==> src/hdl/arpt_params.svh <==
// Purpose: constants for the 12-bit autoreload PWM timer
// Assumes: APB byte addresses, one register per aligned word
// Notes:   definitions only
`ifndef ARPT_PARAMS_SVH
`define ARPT_PARAMS_SVH
`define ARPT_OFS_STATUS   12'h000
`define ARPT_OFS_COUNT    12'h004
`define ARPT_OFS_RELOAD   12'h008
`define ARPT_OFS_OUT_EN   12'h00C
`define ARPT_OFS_SYNC_INV 12'h010
`define ARPT_OFS_SHUTDOWN 12'h014
`define ARPT_OFS_CAPTURE  12'h018
`define ARPT_OFS_LOWPWR   12'h01C
`define ARPT_OFS_CHAN0    12'h020
`define ARPT_OFS_DUTY0    12'h040
`define ARPT_FLD_CMP_IRQ_EN 0
`define ARPT_FLD_OVF_IRQ_EN 1
`define ARPT_FLD_OVF_FLAG   2
`define ARPT_FLD_CK_LO      3
`define ARPT_FLD_CAP_IRQ_EN 5
`define ARPT_FLD_CAP_FLAG   6
`define ARPT_FLD_PAT_LO     0
`define ARPT_FLD_PIN_EN     4
`define ARPT_FLD_BA         5
`define ARPT_FLD_CMP_FLAG   0
`define ARPT_FLD_INVERT     1
`define ARPT_SLOW_DIV     32
`define ARPT_CNT_MAX      12'hFFF
`define ARPT_RST_SYNC     1'b1
`endif

==> src/hdl/arpt_pkg.sv <==
// Purpose: types for the 12-bit autoreload PWM timer
// Assumes: nothing beyond the params header
// Notes:   clock select codes and APB carrier
package arpt_pkg;
   typedef enum logic [1:0] {
      ARPT_CK_OFF  = 2'b00,
      ARPT_CK_BASE = 2'b01,
      ARPT_CK_CPU  = 2'b10,
      ARPT_CK_FAST = 2'b11
   } arpt_ck_t;
   typedef struct packed {
      logic        psel;
      logic        penable;
      logic        pwrite;
      logic [11:0] paddr;
      logic [31:0] pwdata;
   } arpt_apb_req_t;
   typedef struct packed {
      logic        halt;
      logic        active_halt;
      logic        slow;
   } arpt_pwr_t;
endpackage : arpt_pkg

==> src/hdl/arpt_timer.sv <==
// Purpose: 12-bit autoreload timer with four PWM outputs, compare, capture, break
// Assumes: count-source ticks arrive as one-cycle strobes on clk_i
// Notes:   APB slave, zero wait states, unmapped reads return zero
//
// The implementer's own choices: the placing of the registers and register access over APB.
`timescale 1ns/100ps
`include "arpt_params.svh"
module arpt_timer
   import arpt_pkg::*;
#(
   parameter int CHANNELS = 4
) (
   input  wire logic                  clk_i,
   input  wire logic                  rst_i,
   input  wire arpt_pkg::arpt_apb_req_t apb_i,
   output logic                       pready_o,
   output logic                       pslverr_o,
   output logic [31:0]                prdata_o,
   input  wire logic                  tick_base_i,
   input  wire logic                  tick_fast_i,
   input  wire arpt_pkg::arpt_pwr_t   pwr_i,
   input  wire logic                  shutdown_n_i,
   input  wire logic                  capture_input_pin_i,
   input  wire logic [CHANNELS-1:0]   port_data_i,
   output logic [CHANNELS-1:0]        pwm_o,
   output logic                       irq_cmp_cap_o,
   output logic                       irq_ovf_o
);
   import arpt_pkg::*;

   if (CHANNELS != 4) begin : g_chan_chk
      $error("arpt_timer serves exactly four channels");
   end

   ////////////////////////////////////////////////////////////////////////
   // Registers
   logic [11:0]          counter_value_q;
   logic [11:0]          autoreload_value_q;
   logic [11:0]          duty_compare_value_q [CHANNELS];
   logic [11:0]          duty_active_q [CHANNELS];
   logic [CHANNELS-1:0]  channel_output_enable_q;
   logic [CHANNELS-1:0]  output_invert_q;
   logic [CHANNELS-1:0]  invert_active_q;
   logic [CHANNELS-1:0]  compare_flag_q;
   logic [CHANNELS-1:0]  pwm_level_q;
   logic [CHANNELS-1:0]  port_mode_q;
   logic [CHANNELS-1:0]  break_pattern_q;
   logic                 sync_inversion_q;
   logic                 shutdown_pin_enable_q;
   logic                 break_active_q;
   logic                 overflow_flag_q;
   logic                 overflow_irq_enable_q;
   logic                 compare_irq_enable_q;
   logic                 capture_irq_enable_q;
   logic                 capture_flag_q;
   logic [11:0]          capture_value_q;
   logic [1:0]           ck_sel_q;
   logic [4:0]           slow_cnt_q;
   logic [2:0]           brk_sync_q;
   logic [2:0]           cap_sync_q;
   logic [CHANNELS-1:0]  pwm_q;

   ////////////////////////////////////////////////////////////////////////
   // Bus decode
   logic        wr_en;
   logic        rd_en;
   logic        ba_set_sw;
   logic        ba_clr_sw;
   logic        brk_pin;
   logic        brk_enter;
   logic        tick;
   logic        raw_tick;
   logic        ovf;
   logic        cap_edge;
   logic [11:0] addr;

   assign addr      = apb_i.paddr;
   assign wr_en     = apb_i.psel & apb_i.penable & apb_i.pwrite;
   assign rd_en     = apb_i.psel & apb_i.penable & ~apb_i.pwrite;
   assign pready_o  = 1'b1;
   assign pslverr_o = 1'b0;

   function automatic logic is_chan_addr(input logic [11:0] a, input logic [11:0] base);
      return (a >= base) && (a < base + 12'h010) && (a[1:0] == 2'b00);
   endfunction : is_chan_addr

   function automatic logic [1:0] chan_idx(input logic [11:0] a, input logic [11:0] base);
      logic [11:0] d;
      d = a - base;
      return d[3:2];
   endfunction : chan_idx

   ////////////////////////////////////////////////////////////////////////
   // Count source and low-power gating
   always_comb begin
      unique case (arpt_ck_t'(ck_sel_q))
         ARPT_CK_OFF:  raw_tick = 1'b0;
         ARPT_CK_BASE: raw_tick = tick_base_i;
         ARPT_CK_CPU:  raw_tick = 1'b1;
         ARPT_CK_FAST: raw_tick = tick_fast_i;
      endcase
   end

   // Slow mode: one tick in 32; halt mode has no input at all
   always_ff @(posedge clk_i or posedge rst_i) begin
      if (rst_i) begin
         slow_cnt_q <= 5'h00;
      end else if (raw_tick) begin
         slow_cnt_q <= slow_cnt_q + 5'h01;
      end
   end

   logic run_ok;
   assign run_ok = ~pwr_i.halt &
                   (~pwr_i.active_halt |
                    (ck_sel_q == ARPT_CK_BASE && overflow_irq_enable_q));
   assign tick = raw_tick & run_ok & (~pwr_i.slow | slow_cnt_q == 5'h1F);
   assign ovf  = tick & (counter_value_q == `ARPT_CNT_MAX);

   ////////////////////////////////////////////////////////////////////////
   // Pin synchronisers (three stages, stage 1 read only by stage 2)
   always_ff @(posedge clk_i or posedge rst_i) begin
      if (rst_i) begin
         brk_sync_q <= 3'h7;
         cap_sync_q <= 3'h0;
      end else begin
         brk_sync_q <= {brk_sync_q[1:0], shutdown_n_i};
         cap_sync_q <= {cap_sync_q[1:0], capture_input_pin_i};
      end
   end
   // Low only counts once stages two and three agree
   assign brk_pin  = shutdown_pin_enable_q & ~brk_sync_q[1] & ~brk_sync_q[2];
   logic cap_level_q;
   assign cap_edge = (cap_sync_q[1] == cap_sync_q[2]) &
                     (cap_sync_q[1] != cap_level_q);
   always_ff @(posedge clk_i or posedge rst_i) begin
      if (rst_i) cap_level_q <= 1'b0;
      else if (cap_sync_q[1] == cap_sync_q[2]) cap_level_q <= cap_sync_q[2];
   end

   ////////////////////////////////////////////////////////////////////////
   // Break control
   assign ba_set_sw = wr_en && addr == `ARPT_OFS_SHUTDOWN && apb_i.pwdata[`ARPT_FLD_BA];
   assign ba_clr_sw = wr_en && addr == `ARPT_OFS_SHUTDOWN && !apb_i.pwdata[`ARPT_FLD_BA];
   assign brk_enter = brk_pin | ba_set_sw;

   always_ff @(posedge clk_i or posedge rst_i) begin
      if (rst_i) begin
         break_active_q        <= 1'b0;
         shutdown_pin_enable_q <= 1'b0;
         break_pattern_q       <= 4'h0;
      end else begin
         if (wr_en && addr == `ARPT_OFS_SHUTDOWN) begin
            shutdown_pin_enable_q <= apb_i.pwdata[`ARPT_FLD_PIN_EN];
            break_pattern_q       <= apb_i.pwdata[3:0];
         end
         // Pin low wins over a software clear in the same cycle
         if (brk_enter) break_active_q <= 1'b1;
         else if (ba_clr_sw) break_active_q <= 1'b0;
      end
   end

   ////////////////////////////////////////////////////////////////////////
   // Counter and autoreload
   always_ff @(posedge clk_i or posedge rst_i) begin
      if (rst_i) begin
         counter_value_q    <= 12'h000;
         autoreload_value_q <= 12'h000;
      end else if (break_active_q) begin
         counter_value_q    <= 12'h000;
         autoreload_value_q <= 12'h000;
      end else begin
         if (ovf) counter_value_q <= autoreload_value_q;
         else if (tick) counter_value_q <= counter_value_q + 12'h001;
         if (wr_en && addr == `ARPT_OFS_RELOAD) autoreload_value_q <= apb_i.pwdata[11:0];
      end
   end

   always_ff @(posedge clk_i or posedge rst_i) begin
      if (rst_i) begin
         overflow_flag_q <= 1'b0;
      end else if (ovf) begin
         overflow_flag_q <= 1'b1;
      end else if (rd_en && addr == `ARPT_OFS_STATUS) begin
         overflow_flag_q <= 1'b0;
      end
   end

   always_ff @(posedge clk_i or posedge rst_i) begin
      if (rst_i) begin
         ck_sel_q              <= 2'b00;
         overflow_irq_enable_q <= 1'b0;
         compare_irq_enable_q  <= 1'b0;
         capture_irq_enable_q  <= 1'b0;
         sync_inversion_q      <= `ARPT_RST_SYNC;
      end else begin
         if (wr_en && addr == `ARPT_OFS_STATUS) begin
            ck_sel_q              <= apb_i.pwdata[`ARPT_FLD_CK_LO +: 2];
            overflow_irq_enable_q <= apb_i.pwdata[`ARPT_FLD_OVF_IRQ_EN];
            compare_irq_enable_q  <= apb_i.pwdata[`ARPT_FLD_CMP_IRQ_EN];
            capture_irq_enable_q  <= apb_i.pwdata[`ARPT_FLD_CAP_IRQ_EN];
         end
         if (wr_en && addr == `ARPT_OFS_SYNC_INV) sync_inversion_q <= apb_i.pwdata[0];
      end
   end

   ////////////////////////////////////////////////////////////////////////
   // Channels
   always_ff @(posedge clk_i or posedge rst_i) begin
      if (rst_i) begin
         channel_output_enable_q <= '0;
         port_mode_q             <= '0;
         output_invert_q         <= '0;
         invert_active_q         <= '0;
         compare_flag_q          <= '0;
         pwm_level_q             <= '0;
         for (int i = 0; i < CHANNELS; i++) begin
            duty_compare_value_q[i] <= 12'h000;
            duty_active_q[i]        <= 12'h000;
         end
      end else begin
         if (break_active_q) begin
            channel_output_enable_q <= '0;
            port_mode_q             <= '1;
            for (int i = 0; i < CHANNELS; i++) begin
               duty_compare_value_q[i] <= 12'h000;
               duty_active_q[i]        <= 12'h000;
            end
         end else begin
            if (wr_en && addr == `ARPT_OFS_OUT_EN) begin
               channel_output_enable_q <= {apb_i.pwdata[6], apb_i.pwdata[4],
                                           apb_i.pwdata[2], apb_i.pwdata[0]};
            end
            if (ovf) port_mode_q <= ~channel_output_enable_q;
            for (int i = 0; i < CHANNELS; i++) begin
               if (wr_en && is_chan_addr(addr, `ARPT_OFS_DUTY0) &&
                   chan_idx(addr, `ARPT_OFS_DUTY0) == i[1:0]) begin
                  duty_compare_value_q[i] <= apb_i.pwdata[11:0];
               end
               if (ovf) begin
                  duty_active_q[i] <= duty_compare_value_q[i];
                  pwm_level_q[i]   <= 1'b1;
               end else if (tick && counter_value_q + 12'h001 == duty_active_q[i]) begin
                  pwm_level_q[i]   <= 1'b0;
               end
            end
         end
         for (int i = 0; i < CHANNELS; i++) begin
            if (wr_en && is_chan_addr(addr, `ARPT_OFS_CHAN0) &&
                chan_idx(addr, `ARPT_OFS_CHAN0) == i[1:0]) begin
               output_invert_q[i] <= apb_i.pwdata[`ARPT_FLD_INVERT];
            end
            if (!sync_inversion_q || ovf) invert_active_q[i] <= output_invert_q[i];
            // Hardware set wins over the read clear
            if (tick && duty_active_q[i] != 12'h000 &&
                counter_value_q == duty_active_q[i]) begin
               compare_flag_q[i] <= 1'b1;
            end else if (rd_en && is_chan_addr(addr, `ARPT_OFS_CHAN0) &&
                         chan_idx(addr, `ARPT_OFS_CHAN0) == i[1:0]) begin
               compare_flag_q[i] <= 1'b0;
            end
         end
      end
   end

   ////////////////////////////////////////////////////////////////////////
   // Capture
   logic cap_read;
   assign cap_read = rd_en && addr == `ARPT_OFS_CAPTURE;
   always_ff @(posedge clk_i or posedge rst_i) begin
      if (rst_i) begin
         capture_flag_q  <= 1'b0;
         capture_value_q <= 12'h000;
      end else if (cap_edge && !capture_flag_q) begin
         capture_flag_q  <= 1'b1;
         capture_value_q <= counter_value_q;
      end else if (cap_read && capture_flag_q) begin
         capture_flag_q  <= 1'b0;
      end
   end

   ////////////////////////////////////////////////////////////////////////
   // Outputs
   always_ff @(posedge clk_i or posedge rst_i) begin
      if (rst_i) begin
         pwm_q <= '0;
      end else begin
         for (int i = 0; i < CHANNELS; i++) begin
            if (break_active_q) pwm_q[i] <= break_pattern_q[i];
            else if (channel_output_enable_q[i])
               pwm_q[i] <= pwm_level_q[i] ^ invert_active_q[i];
            else if (port_mode_q[i]) pwm_q[i] <= port_data_i[i];
            else pwm_q[i] <= invert_active_q[i];
         end
      end
   end
   assign pwm_o = pwm_q;

   assign irq_cmp_cap_o = (compare_irq_enable_q & |compare_flag_q) |
                          (capture_irq_enable_q & capture_flag_q);
   assign irq_ovf_o     = overflow_irq_enable_q & overflow_flag_q;

   always_comb begin
      prdata_o = 32'h0000_0000;
      if (rd_en) begin
         if (addr == `ARPT_OFS_STATUS)
            prdata_o[6:0] = {capture_flag_q, capture_irq_enable_q, ck_sel_q,
                             overflow_flag_q, overflow_irq_enable_q, compare_irq_enable_q};
         else if (addr == `ARPT_OFS_COUNT)    prdata_o[11:0] = counter_value_q;
         else if (addr == `ARPT_OFS_RELOAD)   prdata_o[11:0] = autoreload_value_q;
         else if (addr == `ARPT_OFS_OUT_EN)
            prdata_o[6:0] = {channel_output_enable_q[3], 1'b0, channel_output_enable_q[2], 1'b0,
                             channel_output_enable_q[1], 1'b0, channel_output_enable_q[0]};
         else if (addr == `ARPT_OFS_SYNC_INV) prdata_o[0] = sync_inversion_q;
         else if (addr == `ARPT_OFS_SHUTDOWN)
            prdata_o[5:0] = {break_active_q, shutdown_pin_enable_q, break_pattern_q};
         else if (addr == `ARPT_OFS_CAPTURE)  prdata_o[11:0] = capture_value_q;
         else if (is_chan_addr(addr, `ARPT_OFS_CHAN0))
            prdata_o[1:0] = {output_invert_q[chan_idx(addr, `ARPT_OFS_CHAN0)],
                             compare_flag_q[chan_idx(addr, `ARPT_OFS_CHAN0)]};
         else if (is_chan_addr(addr, `ARPT_OFS_DUTY0))
            prdata_o[11:0] = duty_compare_value_q[chan_idx(addr, `ARPT_OFS_DUTY0)];
      end
   end

   ////////////////////////////////////////////////////////////////////////
   // Assertions
   overflow_reload_a: assert property (@(posedge clk_i) disable iff (rst_i)
      ovf && !break_active_q |=> counter_value_q == $past(autoreload_value_q) && overflow_flag_q)
      else $error("counter did not reload on overflow");
   count_step_a: assert property (@(posedge clk_i) disable iff (rst_i)
      tick && !ovf && !break_active_q |=> counter_value_q == $past(counter_value_q) + 12'h001)
      else $error("counter did not step");
   stop_off_a: assert property (@(posedge clk_i) disable iff (rst_i)
      ck_sel_q == 2'b00 && !break_active_q |=> $stable(counter_value_q))
      else $error("counter moved with clock off");
   halt_stop_a: assert property (@(posedge clk_i) disable iff (rst_i)
      pwr_i.halt |-> !tick)
      else $error("tick during halt");
   break_reset_a: assert property (@(posedge clk_i) disable iff (rst_i)
      break_active_q |=> counter_value_q == 12'h000 && channel_output_enable_q == '0)
      else $error("break did not reset timer");
   break_pattern_a: assert property (@(posedge clk_i) disable iff (rst_i)
      break_active_q |=> pwm_o == $past(break_pattern_q))
      else $error("break pattern not on pins");
   break_enter_a: assert property (@(posedge clk_i) disable iff (rst_i)
      brk_pin |=> break_active_q)
      else $error("shutdown pin did not set break");
   pin_gate_a: assert property (@(posedge clk_i) disable iff (rst_i)
      !shutdown_pin_enable_q && !ba_set_sw && !break_active_q |=> !break_active_q)
      else $error("break without enable");
   cap_hold_a: assert property (@(posedge clk_i) disable iff (rst_i)
      capture_flag_q && !cap_read |=> capture_flag_q && $stable(capture_value_q))
      else $error("capture changed while flag set");
   cap_clear_a: assert property (@(posedge clk_i) disable iff (rst_i)
      cap_read && capture_flag_q |=> !capture_flag_q)
      else $error("capture read did not clear flag");
   ovf_irq_a: assert property (@(posedge clk_i) disable iff (rst_i)
      ovf && overflow_irq_enable_q && !wr_en |=> irq_ovf_o)
      else $error("overflow request missing");
   cmp_zero_a: assert property (@(posedge clk_i) disable iff (rst_i)
      tick && duty_active_q[0] == 12'h000 && !compare_flag_q[0] |=> !compare_flag_q[0])
      else $error("compare event on zero duty");
   ovf_c: cover property (@(posedge clk_i) disable iff (rst_i) ovf);
   brk_c: cover property (@(posedge clk_i) disable iff (rst_i) brk_pin);
   cap_c: cover property (@(posedge clk_i) disable iff (rst_i) cap_edge && !capture_flag_q);
   cmp_c: cover property (@(posedge clk_i) disable iff (rst_i) irq_cmp_cap_o);
endmodule : arpt_timer

==> config.mk <==
export PLATFORM = sky130hd
export DESIGN_NAME = arpt_timer
export DESIGN_NICKNAME = d
export VERILOG_FILES = /design/src/hdl/arpt_pkg.sv /design/src/hdl/arpt_timer.sv
export VERILOG_INCLUDE_DIRS = /design/src /design/src/hdl
export SDC_FILE = /design/constraint.sdc
export NUM_CORES = 1
export LEC_CHECK = 0
export ABC_AREA = 1
export BUFFER_PORTS_ARGS = -buffer_cell sky130_fd_sc_hd__buf_2
export CAP_MARGIN = 20
export CELL_PAD_IN_SITES_DETAIL_PLACEMENT = 2
export CELL_PAD_IN_SITES_GLOBAL_PLACEMENT = 2
export CORE_UTILIZATION = 35
export DETAILED_ROUTE_END_ITERATION = 10
export GPL_ROUTABILITY_DRIVEN = 0
export GPL_TIMING_DRIVEN = 0
export PLACE_DENSITY = 0.89
export SETUP_SLACK_MARGIN = 0.3
export SYNTH_ARGS = -nofsm -noshare
export SYNTH_HDL_FRONTEND = slang
export SYNTH_SLANG_ARGS = --single-unit
==> constraint.sdc <==
create_clock -name clk_i -period 6.38 [get_ports clk_i]
set_input_delay 0 -clock clk_i [delete_from_list [all_inputs] [get_ports clk_i]]
set_output_delay 0 -clock clk_i [all_outputs]
set_load 0.02 [all_outputs]
==> summary.md, run 1 <==
| Metric | Value |
|---|---|
| Status | finished, final reports clean |
| Biggest area contributors in the synthesized netlist | sky130_fd_sc_hd__dfrtp_1, sky130_fd_sc_hd__nand2_1, sky130_fd_sc_hd__o21ai_0, sky130_fd_sc_hd__inv_1, sky130_fd_sc_hd__xor2_1 |
| Wire length of the first global-routing pass | 81700 µm |
| Pin count of the biggest net entering global routing | 106 |
| Number of vias per cell | 6.12 |
| Power density relative to cell area | 211 mW/mm² |
| Crit path DAT | 3.31 ns |
| Drt drc | 0 |
| Sequential fraction of design power | 47.7% |
| Crit Path Class | input port to output port |
| GRT Total Usage | 36.8% |
| Worst Reg2Reg Path Length in Cells | 11 |
| Share of post-route cells with drive strength above 1 | 13.4% |
| Top FF cell, synth | sky130_fd_sc_hd__dfrtp_1 |
| Yosys warns | 0 |
| Cell type contributing the most total cell area after synthesis | sky130_fd_sc_hd__dfrtp_1 |
| First DRT Iteration DRCs | 1208 |
| Post-DR wirelength/cell | 29.8 µm |
| Share of the clock period used by the worst path after layout | 51.9% |
| R2R Path End | duty_active_q[37] |
| Worst reg2reg setup slack | 3.16 ns |
| Cell internal power dissipation | 1.82 mW |
| Inst Count DP | 1768 |
| Count of port buffers added during placement | 57 |
| Utilization after layout | 41.6% |
| Reported leakage power | 5.91 nW |
| Via Count | 11.1k |
| Chip Width | 174 µm |
| Die height | 174 µm |
| Most numerous cell in the Yosys netlist | sky130_fd_sc_hd__nand2_1 |
| Latest clock arrival within the worst-skew pair | 0.48 ns |
| Cell chosen for the clock root | sky130_fd_sc_hd__clkbuf_16 |
| CTS H-Tree Depth | 4 |
| Final sum of negative setup slack | 0 ns |
| Setup-failing EPs final | 0 |
| Post-synthesis instance area | 0.0103 mm² |
| Startpoint class of the critical path | input port |
| Number of cells on the worst hold path | 4 |
| Std-Cell Rows | 62 |
| Clk pwr share | 46.1% |
| Fin Clk Skew | 0.0147 ns |
| Number of standard cells in the layout, taps in and fillers out | 1819 |
| Fmax | 302 MHz |
| Hold buffer count at cts | 19 |
| Top cells by count, synth | sky130_fd_sc_hd__nand2_1, sky130_fd_sc_hd__dfrtp_1, sky130_fd_sc_hd__o21ai_0 |
| Hold Crit Start | tick_fast_i |
| Number of global-route vias before repair | 12.2k |
| Critical-path maximum fanout | 10 |
| Number of synthesized flops with an enable pin | 0 |
| GRT Residual Overflow | 0 |
| Crit-path cells | buf_2 -> nor2_1 -> nand2_1 -> nor3_2 -> o21ai_0 -> nand2_1 -> o211ai_1 -> nand3_1 -> nand2_1 -> nand2_1 -> buf_2 |
| Area added between synthesis and finish | 16.0% |
| Half-perimeter wire length after detailed placement | 34100 µm |
| Cell count after synthesis | 1306 |
| Antenna violation net count after detailed routing | 0 |
| Pre-CTS setup slack | 3.53 ns |
| Sequential area share after synthesis | 45.1% |
| Worst setup slack after layout | 3.07 ns |
| Syn avg cell area | 7.91 µm² |
| Type of the worst min-delay path | input port to register |
| Crit path max-delay cell type | sky130_fd_sc_hd__nor3_2 |
| Multi-input gate area in the final layout | 0.00471 mm² |
| Portion of total power attributed to combinational logic | 6.2% |
| Unrepaired setup endpoints after global routing | no |
| Proportion of netlist area held by the largest area contributor | 44.1% |
| CTS tree | yes |
| Total I/O pin count | 100 |
| Flip-flop and latch count after synthesis | 186 |
| Crit path time final | 3.31 ns |
| Actual transition at the worst max-transition pin | 1.20 ns |
| Max IR drop VDD | 0.162 mV |
| Launching point of the worst reg2reg path | slow_cnt_q[0] |
| Count of instances resized after the clock tree is built | 0 |
| Number of iterations in the first detailed-routing pass | 7 |
| Worst-path clk slew | 0.09 ns |
| Antenna violations before repair | 1 |
| Switching part of the total power | 28.2% |
| Switching power | 0.713 mW |
| Critical path's largest stage delay | 1.04 ns |
| Clock tree sinks | 186 |
| Die area | 0.0302 mm² |
| Max_slew headroom | 19.8% |
| Crit path capture type | output port |
| # nets final | 1485 |
| Cell type with the highest occurrence count on the critical path | sky130_fd_sc_hd__nand2_1 |
| Antenna diode count | 0 |
| Library cells used by synthesis | 49 |
| Hold violation count in the final report | 0 |
| Wire length after detailed routing | 54200 µm |
| Async set-reset flop share out of synthesis | 100% |
| Req. time, crit path | 6.38 ns |
| Max capacitance violation total | 0 |
| Area of the core | 0.0289 mm² |
| Initial core utilization | 35.8% |
| Worst Hold Endpoint | slow_cnt_q[0] |
| Final count of pins violating max slew | 0 |
| Filler Cells Inserted | 3276 |
| Buffers inserted by post-CTS timing repair | 0 |
| Max Buffers Root-to-Sink | 2 |
| Inserted Clock Buffers | 17 |
| Flip-flop and latch area | 0.00466 mm² |
==> routing by layer <==
| layer | vias up | GRT usage, % | wire length (µm) | share of wire, % |
|---|---|---|---|---|
| li1 | 4471 | - | - | - |
| met1 | 5716 | 44.1 | 20500 | 38 |
| met2 | 682 | 58.1 | 24900 | 46 |
| met3 | 253 | 10.0 | 5030 | 9.3 |
| met4 | 2 | 24.1 | 3730 | 6.9 |
| met5 | - | 0 | 13 | 0.024 |
==> registers in the layout, indices dropped and copies added, names as in the netlist, 5 cells and up <==
name and cells:
duty_active_q 48, counter_value_q 12, autoreload_value_q 12, duty_compare_value_q 48
slow_cnt_q 5, capture_value_q 12
==> critical path: cells and delay by family <==
kind                   cells  cell delay, ns
and+or+nand+nor            7            2.15
buffers and inverters      2            0.26
AOI/OAI and AO/OA          2            0.89
==> stage by stage <==
stage / instance area [µm²] / total power, mW / hold WS [ns]
2_1_floorplan: 10400 / 1.32 / 0.00448
3_3_place_gp: 11200 / 1.36 / 0.105
3_5_place_dp: 11200 / 1.37 / 0.108
4_1_cts: 12000 / 2.50 / 0.00769
5_1_grt: 12000 / 2.57 / 0.110
6_report: 12000 / 2.53 / 0.0371
==> worst max-delay path by stage <==
stage	startpoint	end	slack, ns
2_1_floorplan	rst_i	autoreload_value_q[0]	1.33
3_3_place_gp	rst_i	cap_level_q	-1.00
3_5_place_dp	apb_i[40]	prdata_o[11]	3.53
4_1_cts	slow_cnt_q[0]	duty_active_q[47]	3.35
5_1_grt	slow_cnt_q[0]	duty_active_q[35]	3.11
6_report	apb_i[43]	prdata_o[6]	3.07
==> layout make-up <==
type | count | area share, %
timing repair buffer | 77 | 4.19
buffer | 67 | 3.56
clock inverter | 14 | 1.27
multi-input combinational | 911 | 39.3
clock buffer | 18 | 3.66
inverter | 162 | 5.17
sequential | 186 | 38.9
tap | 384 | 4.01
==> placed cells by master (no fill, tap or decap), types with 10 or more instances in the layout <==
cell type,netlist,routed
sky130_fd_sc_hd__a21oi_1,37,37
sky130_fd_sc_hd__buf_2,17,74
sky130_fd_sc_hd__buf_4,27,27
sky130_fd_sc_hd__clkbuf_1,15,15
sky130_fd_sc_hd__clkbuf_16,0,17
sky130_fd_sc_hd__conb_1,2,22
sky130_fd_sc_hd__dfrtp_1,182,182
sky130_fd_sc_hd__dlygate4sd3_1,0,19
sky130_fd_sc_hd__inv_1,154,153
sky130_fd_sc_hd__nand2_1,322,322
sky130_fd_sc_hd__nand3_1,46,46
sky130_fd_sc_hd__nand4_1,22,22
sky130_fd_sc_hd__nor2_1,77,77
sky130_fd_sc_hd__nor4_1,24,24
sky130_fd_sc_hd__o21ai_0,168,168
sky130_fd_sc_hd__o21ai_1,10,10
sky130_fd_sc_hd__o22ai_1,27,27
sky130_fd_sc_hd__xnor2_1,10,10
sky130_fd_sc_hd__xor2_1,56,56
==> power groups by stage <==
| stage | registers (mW) | logic [mW] | clock network, mW |
|---|---|---|---|
| floorplan | 1.23 | 0.0908 | 0 |
| detailed placement | 1.23 | 0.141 | 0 |
| global placement | 1.23 | 0.128 | 0 |
| CTS | 1.21 | 0.154 | 1.14 |
| finish | 1.21 | 0.157 | 1.17 |
| global route | 1.21 | 0.170 | 1.19 |
==> logic make-up (layout without fill, tap and decap cells) <==
kind of cell / Yosys count / after routing / share of synthesized area, %
AND/OR/NAND/NOR: 525 / 525 / 22.2
AO/OA/AOI/OAI: 287 / 287 / 15.7
buffers and inverters: 229 / 338 / 10.1
flip-flops: 186 / 186 / 45.1
XOR/XNOR: 67 / 67 / 5.81
multiplexers: 7 / 7 / 0.738
adder cells (fa/ha/maj): 3 / 3 / 0.363
other: 2 / 22 / 0.0727
(Power assumes the default switching activity.)
==> run 2: changes to the inputs <==
--- a/config.mk
+++ b/config.mk
@@ -11,11 +11,11 @@
 export CAP_MARGIN = 20
 export CELL_PAD_IN_SITES_DETAIL_PLACEMENT = 2
 export CELL_PAD_IN_SITES_GLOBAL_PLACEMENT = 2
-export CORE_UTILIZATION = 35
+export CORE_UTILIZATION = 32
 export DETAILED_ROUTE_END_ITERATION = 10
 export GPL_ROUTABILITY_DRIVEN = 0
 export GPL_TIMING_DRIVEN = 0
-export PLACE_DENSITY = 0.89
+export PLACE_DENSITY = 0.86
 export SETUP_SLACK_MARGIN = 0.3
 export SYNTH_ARGS = -nofsm -noshare
 export SYNTH_HDL_FRONTEND = slang
==> constraint.sdc (replaced) <==
create_clock -name clk_i -period 2.8 [get_ports clk_i]
set_input_delay 0 -clock clk_i [delete_from_list [all_inputs] [get_ports clk_i]]
set_output_delay 0 -clock clk_i [all_outputs]
set_load 0.02 [all_outputs]
==> run 2 against run 1 <==
Compared with the run above: total power rose by 130%; combinational power rose by 140%; critical path type is now register to register; die area rose by 9.3%; highest routed layer is now met4; critical endpoint is now channel_output_enable_q[2]; design area rose by 2.1%; count of clock-buffer cells in the layout rose by 3.
==> summary.md, run 2 (same netlist as run 1, synthesis figures left out) <==
| Metric | Value |
|---|---|
| Number of cells on the worst hold path | 4 (unchanged) |
| Chip Width | 182 µm (+4.5%) |
| Share of the clock period used by the worst path after layout | 90.0% |
| Worst-path clk slew | 0.08 ns (about the same) |
| Latest clock arrival within the worst-skew pair | 0.47 ns (about the same) |
| Highest-count cells in the layout ignoring fill and taps | sky130_fd_sc_hd__nand2_1, sky130_fd_sc_hd__dfrtp_1, sky130_fd_sc_hd__o21ai_0 |
| Worst Hold Endpoint | slow_cnt_q[0] |
| Fin Clk Skew | 0.0127 ns (-0.00197 ns) |
| Clock tree sinks | 186 (unchanged) |
| Drt drc | 0 (unchanged) |
| Number of iterations in the first detailed-routing pass | 5 (-2) |
| Biggest regs | duty_active_q (48), duty_compare_value_q (48) |
| Die area | 0.0330 mm² (+9.3%) |
| Via Count | 10.6k (-4.4%) |
| GRT Residual Overflow | 0 (unchanged) |
| Cell chosen for the clock root | sky130_fd_sc_hd__clkbuf_16 |
| Count of port buffers added during placement | 57 (unchanged) |
| Launching point of the worst reg2reg path | break_active_q |
| Filler Cells Inserted | 3535 (+7.9%) |
| Wire length of the first global-routing pass | 74900 µm (-8.4%) |
| Buffers & Inverters on Critical Path | 3 (+1) |
| Actual transition at the worst max-transition pin | 0.930 ns (-0.267 ns) |
| Final count of pins violating max slew | 0 (unchanged) |
| Max capacitance violation total | 0 (unchanged) |
| Multi-input gate area in the final layout | 0.00476 mm² (+1.0%) |
| Antenna violations before repair | 1 (unchanged) |
| Area of the core | 0.0316 mm² (+9.6%) |
| Crit path time final | 2.52 ns |
| Reported leakage power | 6.00 nW (+1.5%) |
| Max IR drop VDD | 0.323 mV (+99%) |
| Worst reg2reg setup slack | 0.28 ns (-2.88 ns) |
| Clk pwr share | 46.0% (about the same) |
| Type of the worst min-delay path | input port to register |
| Half-perimeter wire length after detailed placement | 35200 µm (+3.1%) |
| Worst Reg2Reg Path Length in Cells | 5 (-6) |
| Crit path max-delay cell type | sky130_fd_sc_hd__dfrtp_1 |
| Flip-flop and latch area | 0.00466 mm² (unchanged) |
| Crit path DAT | 2.86 ns (-0.45 ns) |
| # nets final | 1496 (+0.74%) |
| Startpoint class of the critical path | register |
| Cell internal power dissipation | 4.32 mW (+140%) |
| Number of global-route vias before repair | 11.8k (-3.4%) |
| R2R Path End | channel_output_enable_q[2] |
| Power density relative to cell area | 473 mW/mm² (+120%) |
| Antenna violation net count after detailed routing | 0 (unchanged) |
| Most common library cell in the layout ignoring fill and taps | sky130_fd_sc_hd__nand2_1 |
| Unrepaired setup endpoints after global routing | yes |
| Critical-path maximum fanout | 10 (unchanged) |
| Post-route standard cell area excluding fillers | 0.0122 mm² (+2.1%) |
| Hold violation count in the final report | 0 (unchanged) |
| Status | finished, final reports clean |
| Number of vias per cell | 5.76 (-5.8%) |
| Share of post-route cells with drive strength above 1 | 14.8% (+1.3 points) |
| Die height | 182 µm (+4.5%) |
| CTS H-Tree Depth | 4 (unchanged) |
| Switching power | 1.46 mW (+110%) |
| Pin count of the biggest net entering global routing | 33 (-69%) |
| Setup-failing EPs final | 0 (unchanged) |
| GRT Total Usage | 30.6% (-6.2 points) |
| Max_slew headroom | 37.4% (+18 points) |
| Initial core utilization | 32.7% (-3.1 points) |
| Crit path capture type | register |
| Critical path's largest stage delay | 0.44 ns (-0.60 ns) |
| Std-Cell Rows | 65 (+4.8%) |
| CTS tree | yes |
| Total power consumption of the routed design | 5.79 mW (+130%) |
| Hold Crit Start | tick_fast_i |
| Crit-path cells | inv_1 -> buf_2 -> buf_2 -> nand2_1 -> o21ai_0 |
| Total I/O pin count | 100 (unchanged) |
| Area added between synthesis and finish | 18.5% |
| Cell type with the highest occurrence count on the critical path | sky130_fd_sc_hd__buf_2 |
| Switching part of the total power | 25.3% (-2.9 points) |
| Max Buffers Root-to-Sink | 2 (unchanged) |
| Fmax | 397 MHz |
| Kind of cell with the highest combined delay on the critical path | buffers and inverters |
| Sequential fraction of design power | 47.5% (-0.2 points) |
| Req. time, crit path | 3.14 ns (-3.24 ns) |
| Crit Path Class | register to register |
| Placed Instance Area | 0.0113 mm² (+0.99%) |
| Wire length after detailed routing | 50100 µm (-7.5%) |
| First DRT Iteration DRCs | 859 (-29%) |
| Inserted Clock Buffers | 17 (unchanged) |
| Portion of total power attributed to combinational logic | 6.5% (+0.3 points) |
| Post-DR wirelength/cell | 27.1 µm (-8.9%) |
==> run 2: power groups by stage <==
stage                     registers [mW]  clock network [mW]  logic [mW]
final                               2.75                2.66       0.374
after global routing                2.76                2.75       0.406
after CTS                           2.75                2.64       0.358
after detailed placement            2.80                   0       0.332
after global placement              2.80                   0       0.293
after floorplan                     2.80                   0       0.207
==> run 2: worst max path at each step <==
stage | startpoint | end | slack [ns] | cells after the start
floorplan | rst_i | autoreload_value_q[0] | 0.41 | 1
global placement | rst_i | invert_active_q[3] | -0.92 | 2
detailed placement | slow_cnt_q[0] | duty_active_q[11] | -0.11 | 11
CTS | slow_cnt_q[0] | duty_active_q[11] | 0.27 | 11
global route | counter_value_q[1] | pwm_level_q[3] | 0.21 | 13
finish | break_active_q | channel_output_enable_q[2] | 0.28 | 5
==> run 2: routing by layer <==
metal	track usage, %	share of wire [%]	vias to the layer above
met5	0	0	-
met4	17.7	5.4	0
met3	6.58	6.5	169
met2	50.5	48	476
met1	36.9	40	5496
li1	-	-	4499
==> run 2: layout make-up <==
type	count	area share (%)
multi-input combinational	911	38.9
sequential	186	38.1
timing repair buffer	88	5.36
inverter	162	5.08
tap	402	4.11
clock buffer	21	3.76
buffer	67	3.62
clock inverter	9	1.14
antenna	1	0.0204
==> run 2: per-stage QoR <==
stage / TNS [ns] / util, % / hold slack, ns / setup slack [ns] / instances
final: 0 / 38.7 / 0.0643 / 0.281 / 1847
after global routing: 0 / 38.7 / 0.0966 / 0.211 / 1847
after CTS: 0 / 38.4 / 0.0554 / 0.271 / 1840
after detailed placement: -0.110 / 35.8 / 0.0680 / -0.110 / 1791
after global placement: -164.46 / 35.4 / 0.105 / -0.915 / 1785
after floorplan: 0 / - / 0.00448 / 0.411 / 1326
==> run 2: worst reg2reg max path, delay by kind of cell (launching register included) <==
kind | cells | cell delay [ns]
simple gates | 1 | 0.39
compound gates | 1 | 0.40
flops | 1 | 0.44
buf+inv | 3 | 1.15
==> run 2: timing repair <==
item / in CTS / in global routing
hold buffers: 19 / 0
buffers inserted: 0 / 6
endpoints found under the setup margin: 64 / 62
gates resized for setup: 15 / 15
hold endpoints to repair: 95 / 0
pin swaps: 0 / 6
